File: config.mk
export PLATFORM = sky130hd
export DESIGN_NAME = acc_conversion_control
export DESIGN_NICKNAME = d
export VERILOG_FILES = /design/src/logic/acc_pkg.sv /design/src/logic/acc_conversion_control.sv
export VERILOG_INCLUDE_DIRS = /design/src /design/src/logic
export SDC_FILE = /design/constraint.sdc
export NUM_CORES = 1
export LEC_CHECK = 0
export ABC_AREA = 1
export BUFFER_PORTS_ARGS = -buffer_cell sky130_fd_sc_hd__buf_2
export CAP_MARGIN = 20
export CORE_MARGIN = 2
export CORE_UTILIZATION = 49
export CTS_BUF_LIST = sky130_fd_sc_hd__clkbuf_2 sky130_fd_sc_hd__clkbuf_4 sky130_fd_sc_hd__clkbuf_8
export CTS_CLUSTER_SIZE = 40
export DETAILED_ROUTE_END_ITERATION = 10
export PLACE_DENSITY = 0.79
export SETUP_SLACK_MARGIN = 0.5
export SYNTH_ARGS = -nofsm -noshare
export SYNTH_HDL_FRONTEND = slang
export SYNTH_SLANG_ARGS = --single-unit
export TNS_END_PERCENT = 20
File: constraint.sdc
create_clock -name sys_clk -period 1.9 [get_ports sys_clk]
set_input_delay 0.19 -clock sys_clk [delete_from_list [all_inputs] [get_ports sys_clk]]
set_output_delay 0.19 -clock sys_clk [all_outputs]
set_load 0.02 [all_outputs]
File: src/logic/acc_defines.svh
// register offsets, field positions and reset values for the converter control
`ifndef ACC_DEFINES_SVH
`define ACC_DEFINES_SVH
`define ACC_OFF_SC1 8'h00
`define ACC_OFF_SC2 8'h04
`define ACC_OFF_RESH 8'h08
`define ACC_OFF_RESL 8'h0C
`define ACC_OFF_CVH 8'h10
`define ACC_OFF_CVL 8'h14
`define ACC_OFF_IST 8'h18
`define ACC_OFF_IMSK 8'h1C
`define ACC_SC1_FLAG 7
`define ACC_SC1_IEN 6
`define ACC_SC1_CONT 5
`define ACC_SC2_ACT 7
`define ACC_SC2_HWT 0
`define ACC_SC2_CMPE 1
`define ACC_SC2_CMPGT 2
`define ACC_SC2_M10 3
`define ACC_CH_OFF 5'h1F
`define ACC_RST_CH 5'h1F
`define ACC_RST_BYTE 8'h00
`define ACC_CVH_MASK 8'h03
`define ACC_IST_DONE 0
`define ACC_IST_MATCH 1
`define ACC_CONV_CYCLES 24
`endif

File: src/logic/acc_pkg.sv
// types shared by the converter control block
package acc_pkg;
   typedef enum logic {
      ACC_IDLE,
      ACC_CONV
   } acc_state_t;
   typedef struct packed {
      logic powerOn;
      logic isolate;
      logic [4:0] channel;
   } acc_front_t;
   typedef struct packed {
      logic hwTrig;
      logic cmpEn;
      logic cmpGt;
      logic mode10;
   } acc_cfg_t;
endpackage : acc_pkg

File: src/logic/acc_conversion_control.sv
// converter control: apb registers, trigger, sequencing, compare and interrupt
// Summary of operation
// - flag sets on every end without compare
// - with compare, flag sets only when true
// - sc1 write or low result read clears flag
// - flag with irq enable raises interrupt
// - single mode gives one conversion per start
// - continuous software mode runs after sc1 write
// - continuous hardware mode runs after trigger event
// - channel field selects inputs zero to thirty
// - all-ones channel powers off and isolates input
// - all-ones stop adds no extra conversion
// - single mode drops to low power after end
// - ten-bit compare uses high value two bits
// - eight-bit mode ignores high compare value
// - low compare byte meets low result byte
`timescale 1ns/1ps
`include "acc_defines.svh"
module acc_conversion_control
   import acc_pkg::*;
#(
   parameter int CONV_CYCLES = `ACC_CONV_CYCLES
) (
   input wire logic sys_clk,
   input wire logic rst,
   input wire logic psel,
   input wire logic penable,
   input wire logic pwrite,
   input wire logic [7:0] paddr,
   input wire logic [31:0] pwdata,
   output logic [31:0] prdata,
   output logic pready,
   output logic pslverr,
   input wire logic hwTrigPin,
   input wire logic [9:0] sampleData,
   output acc_front_t frontEnd,
   output logic convIrq
);
   // refuse counts the 8-bit counter cannot serve
   if (CONV_CYCLES < 2 || CONV_CYCLES > 255) begin : gen_bad_cycles
      $error("CONV_CYCLES out of range");
   end

   localparam logic [7:0] CONV_LAST = 8'(CONV_CYCLES - 1);

   // trigger synchroniser and edge detect
   logic trigS1_q, trigS2_q, trigS3_q;
   always_ff @(posedge sys_clk or posedge rst) begin
      if (rst) begin
         trigS1_q <= 1'b0;
         trigS2_q <= 1'b0;
         trigS3_q <= 1'b0;
      end else begin
         trigS1_q <= hwTrigPin;
         trigS2_q <= trigS1_q;
         trigS3_q <= trigS2_q;
      end
   end
   logic trigEdge;
   assign trigEdge = trigS2_q & ~trigS3_q;

   // bus decode
   logic acc, wrAcc, rdAcc, setup;
   assign acc = psel & penable;
   assign wrAcc = acc & pwrite;
   assign rdAcc = acc & ~pwrite;
   assign setup = psel & ~penable;
   assign pready = 1'b1;

   logic mapped;
   always_comb begin
      unique case (paddr)
         `ACC_OFF_SC1, `ACC_OFF_SC2, `ACC_OFF_RESH, `ACC_OFF_RESL,
         `ACC_OFF_CVH, `ACC_OFF_CVL, `ACC_OFF_IST, `ACC_OFF_IMSK:
            mapped = 1'b1;
         default:
            mapped = 1'b0;
      endcase
   end

   // register state
   logic flag_q, flag_d;
   logic irqEn_q, irqEn_d;
   logic cont_q, cont_d;
   logic [4:0] chan_q, chan_d;
   acc_cfg_t cfg_q, cfg_d;
   logic [7:0] cvh_q, cvh_d;
   logic [7:0] cvl_q, cvl_d;
   logic [9:0] res_q, res_d;
   logic [1:0] ist_q, ist_d;
   logic [1:0] imsk_q, imsk_d;
   acc_state_t state_q, state_d;
   logic [7:0] cnt_q, cnt_d;
   logic armed_q, armed_d;
   logic [31:0] rdata_q, rdata_d;
   logic err_q, err_d;

   logic wrSc1, wrOff, rdResL, endConv, cmpTrue;
   logic [9:0] sampleRes, cmpRes, cmpVal;
   logic startReq;

   assign wrSc1 = wrAcc & (paddr == `ACC_OFF_SC1);
   assign wrOff = wrSc1 & (pwdata[4:0] == `ACC_CH_OFF);
   assign rdResL = rdAcc & (paddr == `ACC_OFF_RESL);
   assign endConv = (state_q == ACC_CONV) & (cnt_q == CONV_LAST);

   // result as it will be stored at the end
   assign sampleRes = cfg_q.mode10 ? sampleData : {2'b00, sampleData[9:2]};

   // compare value and operand
   always_comb begin
      if (cfg_q.mode10) begin
         cmpVal = {cvh_q[1:0], cvl_q};
         cmpRes = sampleRes;
      end else begin
         cmpVal = {2'b00, cvl_q};
         cmpRes = {2'b00, sampleRes[7:0]};
      end
   end
   assign cmpTrue = cfg_q.cmpGt ? (cmpRes >= cmpVal) : (cmpRes < cmpVal);

   // start request for the next cycle
   always_comb begin
      startReq = 1'b0;
      if (wrSc1 && !wrOff && !cfg_q.hwTrig) begin
         startReq = 1'b1;
      end
      if (trigEdge && cfg_q.hwTrig && armed_q && chan_q != `ACC_CH_OFF) begin
         startReq = 1'b1;
      end
   end

   // next-state logic
   always_comb begin
      flag_d = flag_q;
      irqEn_d = irqEn_q;
      cont_d = cont_q;
      chan_d = chan_q;
      cfg_d = cfg_q;
      cvh_d = cvh_q;
      cvl_d = cvl_q;
      res_d = res_q;
      ist_d = ist_q;
      imsk_d = imsk_q;
      state_d = state_q;
      cnt_d = cnt_q;
      armed_d = armed_q;
      rdata_d = rdata_q;
      err_d = err_q;

      // register writes
      if (wrAcc) begin
         unique case (paddr)
            `ACC_OFF_SC1: begin
               irqEn_d = pwdata[`ACC_SC1_IEN];
               cont_d = pwdata[`ACC_SC1_CONT];
               chan_d = pwdata[4:0];
               armed_d = pwdata[4:0] != `ACC_CH_OFF;
            end
            `ACC_OFF_SC2: begin
               cfg_d.hwTrig = pwdata[`ACC_SC2_HWT];
               cfg_d.cmpEn = pwdata[`ACC_SC2_CMPE];
               cfg_d.cmpGt = pwdata[`ACC_SC2_CMPGT];
               cfg_d.mode10 = pwdata[`ACC_SC2_M10];
            end
            `ACC_OFF_CVH: cvh_d = pwdata[7:0] & `ACC_CVH_MASK;
            `ACC_OFF_CVL: cvl_d = pwdata[7:0];
            `ACC_OFF_IST: ist_d = ist_q & ~pwdata[1:0];
            `ACC_OFF_IMSK: imsk_d = pwdata[1:0];
            default: ;
         endcase
      end

      // flag clear, then set wins
      if (wrSc1 || rdResL) begin
         flag_d = 1'b0;
      end

      // sequencer
      unique case (state_q)
         ACC_IDLE: begin
            cnt_d = 8'h00;
            if (startReq) begin
               state_d = ACC_CONV;
               if (!cont_d) begin
                  armed_d = 1'b0;
               end
            end
         end
         ACC_CONV: begin
            cnt_d = cnt_q + 8'h01;
            if (wrOff) begin
               state_d = ACC_IDLE;
               cnt_d = 8'h00;
            end else if (startReq) begin
               cnt_d = 8'h00;
               if (!cont_d) begin
                  armed_d = 1'b0;
               end
            end else if (endConv) begin
               cnt_d = 8'h00;
               res_d = sampleRes;
               ist_d[`ACC_IST_DONE] = 1'b1;
               if (!cfg_q.cmpEn) begin
                  flag_d = 1'b1;
               end else if (cmpTrue) begin
                  flag_d = 1'b1;
                  ist_d[`ACC_IST_MATCH] = 1'b1;
               end
               if (!cont_q || chan_q == `ACC_CH_OFF) begin
                  state_d = ACC_IDLE;
               end
            end
         end
      endcase

      // read data for the access phase
      if (setup) begin
         err_d = ~mapped;
         unique case (paddr)
            `ACC_OFF_SC1:
               rdata_d = {24'h0000_00, flag_q, irqEn_q, cont_q, chan_q};
            `ACC_OFF_SC2:
               rdata_d = {24'h0000_00, state_q == ACC_CONV, 3'b000,
                          cfg_q.mode10, cfg_q.cmpGt, cfg_q.cmpEn, cfg_q.hwTrig};
            `ACC_OFF_RESH:
               rdata_d = {30'h0000_0000, res_q[9:8]};
            `ACC_OFF_RESL:
               rdata_d = {24'h0000_00, res_q[7:0]};
            `ACC_OFF_CVH:
               rdata_d = {24'h0000_00, cvh_q};
            `ACC_OFF_CVL:
               rdata_d = {24'h0000_00, cvl_q};
            `ACC_OFF_IST:
               rdata_d = {30'h0000_0000, ist_q};
            `ACC_OFF_IMSK:
               rdata_d = {30'h0000_0000, imsk_q};
            default:
               rdata_d = 32'h0000_0000;
         endcase
      end
   end

   // state registers
   always_ff @(posedge sys_clk or posedge rst) begin
      if (rst) begin
         flag_q <= 1'b0;
         irqEn_q <= 1'b0;
         cont_q <= 1'b0;
         chan_q <= `ACC_RST_CH;
         cfg_q <= '0;
         cvh_q <= `ACC_RST_BYTE;
         cvl_q <= `ACC_RST_BYTE;
         res_q <= 10'h000;
         ist_q <= 2'b00;
         imsk_q <= 2'b00;
         state_q <= ACC_IDLE;
         cnt_q <= 8'h00;
         armed_q <= 1'b0;
         rdata_q <= 32'h0000_0000;
         err_q <= 1'b0;
      end else begin
         flag_q <= flag_d;
         irqEn_q <= irqEn_d;
         cont_q <= cont_d;
         chan_q <= chan_d;
         cfg_q <= cfg_d;
         cvh_q <= cvh_d;
         cvl_q <= cvl_d;
         res_q <= res_d;
         ist_q <= ist_d;
         imsk_q <= imsk_d;
         state_q <= state_d;
         cnt_q <= cnt_d;
         armed_q <= armed_d;
         rdata_q <= rdata_d;
         err_q <= err_d;
      end
   end

   assign prdata = rdata_q;
   assign pslverr = err_q & acc;

   // analog front end controls
   always_comb begin
      frontEnd.channel = chan_q;
      frontEnd.powerOn = (state_q == ACC_CONV) && (chan_q != `ACC_CH_OFF);
      frontEnd.isolate = (chan_q == `ACC_CH_OFF);
   end

   // interrupt output
   assign convIrq = (flag_q & irqEn_q) | (|(ist_q & imsk_q));

   // checks
   AST_FLAG_NOCMP: assert property (@(posedge sys_clk) disable iff (rst)
      endConv && !cfg_q.cmpEn && !wrOff && !startReq |=> flag_q)
      else $error("flag not set after conversion");

   AST_FLAG_CMPFALSE: assert property (@(posedge sys_clk) disable iff (rst)
      endConv && cfg_q.cmpEn && !cmpTrue && !flag_q |=> !flag_q)
      else $error("flag set on false compare");

   AST_FLAG_CLEAR: assert property (@(posedge sys_clk) disable iff (rst)
      (wrSc1 || rdResL) && !endConv |=> !flag_q)
      else $error("flag not cleared");

   AST_IRQ: assert property (@(posedge sys_clk) disable iff (rst)
      flag_q && irqEn_q |-> convIrq)
      else $error("interrupt missing");

   AST_IST_IRQ: assert property (@(posedge sys_clk) disable iff (rst)
      |(ist_q & imsk_q) |-> convIrq)
      else $error("masked status interrupt missing");

   AST_HW_UNARMED: assert property (@(posedge sys_clk) disable iff (rst)
      state_q == ACC_IDLE && cfg_q.hwTrig && !armed_q && !wrAcc |=> state_q == ACC_IDLE)
      else $error("unarmed trigger started a conversion");

   AST_SINGLE_END: assert property (@(posedge sys_clk) disable iff (rst)
      endConv && !cont_q && !startReq && !wrAcc |=> state_q == ACC_IDLE ##1
      state_q == ACC_IDLE || $past(startReq))
      else $error("single conversion did not stop");

   AST_CONT_RUN: assert property (@(posedge sys_clk) disable iff (rst)
      endConv && cont_q && chan_q != `ACC_CH_OFF && !wrAcc |=> state_q == ACC_CONV)
      else $error("continuous run stopped");

   AST_HW_START: assert property (@(posedge sys_clk) disable iff (rst)
      state_q == ACC_IDLE && trigEdge && cfg_q.hwTrig && armed_q &&
      chan_q != `ACC_CH_OFF && !wrAcc |=> state_q == ACC_CONV && cnt_q == 8'h00)
      else $error("hardware trigger did not start");

   AST_CHANNEL: assert property (@(posedge sys_clk) disable iff (rst)
      state_q == ACC_CONV |-> frontEnd.channel == chan_q)
      else $error("channel not presented");

   AST_OFF_ISOLATE: assert property (@(posedge sys_clk) disable iff (rst)
      chan_q == `ACC_CH_OFF |-> !frontEnd.powerOn && frontEnd.isolate)
      else $error("off code not honoured");

   AST_NO_EXTRA: assert property (@(posedge sys_clk) disable iff (rst)
      wrOff |=> state_q == ACC_IDLE [*2])
      else $error("extra conversion after stop");

   AST_LOW_POWER: assert property (@(posedge sys_clk) disable iff (rst)
      state_q == ACC_IDLE |-> !frontEnd.powerOn)
      else $error("powered while idle");

   AST_CMP10: assert property (@(posedge sys_clk) disable iff (rst)
      cfg_q.mode10 |-> cmpVal[9:8] == cvh_q[1:0])
      else $error("high compare bits unused");

   AST_CMP8: assert property (@(posedge sys_clk) disable iff (rst)
      !cfg_q.mode10 |-> cmpVal[9:8] == 2'b00 && cmpRes[9:8] == 2'b00)
      else $error("high compare used in 8-bit mode");

   AST_CMPLOW: assert property (@(posedge sys_clk) disable iff (rst)
      endConv |-> cmpVal[7:0] == cvl_q && cmpRes[7:0] == sampleRes[7:0])
      else $error("low compare byte wrong");

   AST_CVH_ZERO: assert property (@(posedge sys_clk) disable iff (rst)
      cvh_q[7:2] == 6'h00)
      else $error("compare high upper bits set");

   COV_SINGLE: cover property (@(posedge sys_clk) disable iff (rst)
      endConv && !cont_q);
   COV_CONT: cover property (@(posedge sys_clk) disable iff (rst)
      endConv && cont_q ##1 state_q == ACC_CONV && cnt_q == 8'h00);
   COV_MATCH: cover property (@(posedge sys_clk) disable iff (rst)
      endConv && cfg_q.cmpEn && cmpTrue);
   COV_STOP: cover property (@(posedge sys_clk) disable iff (rst)
      wrOff && state_q == ACC_CONV);
endmodule : acc_conversion_control

==> run metrics <==
routability congestion estimate 0.946; Main synth FF type dfrtp_1; final hold slack 0.101 ns; Synth area leaders dfrtp_1, nand2_1, inv_1; arrival time at the worst endpoint 2.17 ns; Global Route Usage Sum 0.242; failing checks setup timing; synth warn 0; grt met3 use 0.0448; Synth Area in Compound Gates 0.0903; final worst slack -0.00879 ns; post-route ant nets 0; area share of the largest cell type after synthesis 0.380; diode count 0; GRT met1 Usage 0.322; DR iter-0 viols 278; synthesis-to-layout area growth 29.0%; slowest stage delay, CP 0.44 ns; Num Clock Sinks 58; first-pass GRT wire length 14,200 um; Leak 2.26 nW; fin crit period 1.91 ns; overall die area 7820 um2; TNS Setup -0.00879 ns; Cell Pwr Density 751 nW/um2; maximum clock rate 0.524 GHz; Async SR Flop Fraction 1.00; total wire length 9170 um; mean cell area of the mapped netlist 7.82 um2; core area 6830 um2; Final nets 585; die width 88.4 um; most common cell in the netlist nand2_1; Synth Area in XOR/XNOR 0.00752; crit path max fanout 7; Port Buf Inserts 48; Post-route DRC 0; cell area after synthesis 3490 um2; Clock Tree Buf Depth 2; most instantiated cells after synthesis nand2_1, dfrtp_1, inv_1, o21ai_0, buf_4; max_slew headroom 0.549; H-tree lvl count 3; Inst Count DP 590; crit path kind flip-flop to flip-flop; Via Count 3,207; max-cap viol count 0; Final period util 1.00; adder-cell share of the synthesized area 0.0394; dominant cell type by area after synthesis dfrtp_1; Setup Slack @ Placement 0.0145 ns; post-synthesis cell type count 42; Worst setup SP type flip-flop; TritonCTS clock tree yes; worst min path class input pin to flip-flop; crit-path cells inv_2, nand2_1, nand2_2, ha_4, a21oi_2, nand2_1, nand2_2, nand3_2, nand2_2, nand2_2, nand2_1, nand2_1, a21oi_1; slowest cell on the critical path dfrtp_2; layer with the highest usage met2; placed cell areas 3790 um2; Post-Syn Instances 447; count of flip-flops with a built-in enable after synthesis 0; Critical Path RT 2.17 ns; Clock Latency Late Sink 0.34 ns; largest family of logic cells by synthesized area simple AND/OR/NAND/NOR gates; Slew Limit Fails 0; I/O Pins 98; critical path buffer and inverter count 1; First-pass DRT Iterations 7; Via density 5.18; Root Buffer Master clkbuf_8; non-filler instance count after layout 619; RSZ-0062 raised after global routing true; run status finished, violations left; WL per Instance 14.8 um; Worst setup EP type flip-flop; Chip Height 88.4 um; final core utilization 0.660; overall power 3.38 mW; vias in the first global route 2,998; final instance area 4510 um2; CP delay by family, top simple AND/OR/NAND/NOR gates; share of layout cells above drive strength 1 0.367; initial antenna violation count 0; post-synthesis sequential area ratio 0.417; Clock transition at path regs 0.07 ns; post-synthesis mux area share 0.00287; Num CTS Buffers 9; pin count of the biggest net entering global routing 31; Hold Vio Cnt, Final 0; grt met2 use 0.392; HPWL after DPL 6260 um; worst-margin pin slew 0.674 ns; initial core utilization 0.511; register bit total from synthesis 58; Row Count 30; # setup viols final 1; total gr overflow 0; Clock Skew 0.0112 ns; VDD IR max 0.432 mV; Synth Area in Simple Gates 0.311
cell usage in the layout (no fill, tap or decap), drive strengths merged:
cell / instances
nor4: 1
xnor2: 1
mux2i: 1
nor3: 16
o31ai: 1
nand2: 158
xor2: 2
clkinvlp: 3
inv: 57
a21oi: 9
or2: 1
buf: 65
ha: 11
o2111ai: 2
nand3: 21
conb: 25
nand4: 3
dfstp: 5
nor2: 27
o22ai: 4
clkinv: 3
dlygate4sd3: 2
clkbuf: 12
o21ai: 38
a22oi: 1
o221ai: 1
dfrtp: 53
worst min-delay path: stages:
cell and delay (ns):
buf_2 0.07, nor2_1 0.03, a21oi_1 0.09
power by group:
part           internal [mW]  switching [mW]
combinational          0.318           0.464
sequential              1.39           0.140
clock                  0.575           0.501
total                   2.28            1.10
layout make-up:
type / instances / area, um2
inverter: 59 / 230
tap: 96 / 120
clock buffer: 12 / 165
multi-input combinational: 323 / 2070
timing repair buffer: 67 / 439
sequential: 58 / 1460
fill: 540 / 2330
clock inverter: 4 / 25.0
kinds of logic (layout without fill, tap and decap cells):
kind of cell / after synthesis / in the layout
buffers and inverters: 90 / 142
other: 2 / 25
XOR/XNOR: 3 / 3
adder cells (fa/ha/maj): 11 / 11
multiplexers: 1 / 1
AO/OA/AOI/OAI: 56 / 56
AND/OR/NAND/NOR: 226 / 227
flip-flops: 58 / 58
final timing paths:
check / slack (ns) / to / cells past startpoint / start
setup / recovery: -0.009 / flag_q$_DFF_PP0_ / 13 / cfg_q[0]$_DFFE_PP0P_
hold / removal: 0.10 / cvl_q[7]$_DFFE_PP0P_ / 3 / pwdata[7]
setup reg to reg: -0.009 / flag_q$_DFF_PP0_ / 13 / cfg_q[0]$_DFFE_PP0P_
hold reg to reg: 0.35 / trigS2_q$_DFF_PP0_ / 0 / trigS1_q$_DFF_PP0_
max in group asynchronous: 0.83 / res_q[3]$_DFFE_PP0P_ / 4 / rst
min in group asynchronous: 0.50 / cvh_q[0]$_DFFE_PP0P_ / 3 / rst
per-layer routing:
metal / wire length, um / share of wire
met1: 3810 / 0.42
met2: 4390 / 0.48
met3: 798 / 0.087
met4: 176 / 0.019
met5: 0 / 0
sequential cells by signal, indices dropped and copies added, names as in the netlist, 2 cells and up:
signal and cells:
cnt_q 8, ist_q 2, cvl_q 8, prdata 8, cfg_q 4, chan_q 5
cvh_q 2, imsk_q 2, res_q 10
repair_timing:
| item | CTS | global route |
|---|---|---|
| setup buffers | 6 | 3 |
| hold buffers | 2 | 0 |
| setup endpoints to repair | 24 | 25 |
| resized for setup | 34 | 61 |
| pin swaps | 19 | 36 |
| cloned | 2 | 0 |
| endpoints found under the hold margin | 24 | 0 |
No activity file was read; power rests on OpenSTA's default activity.
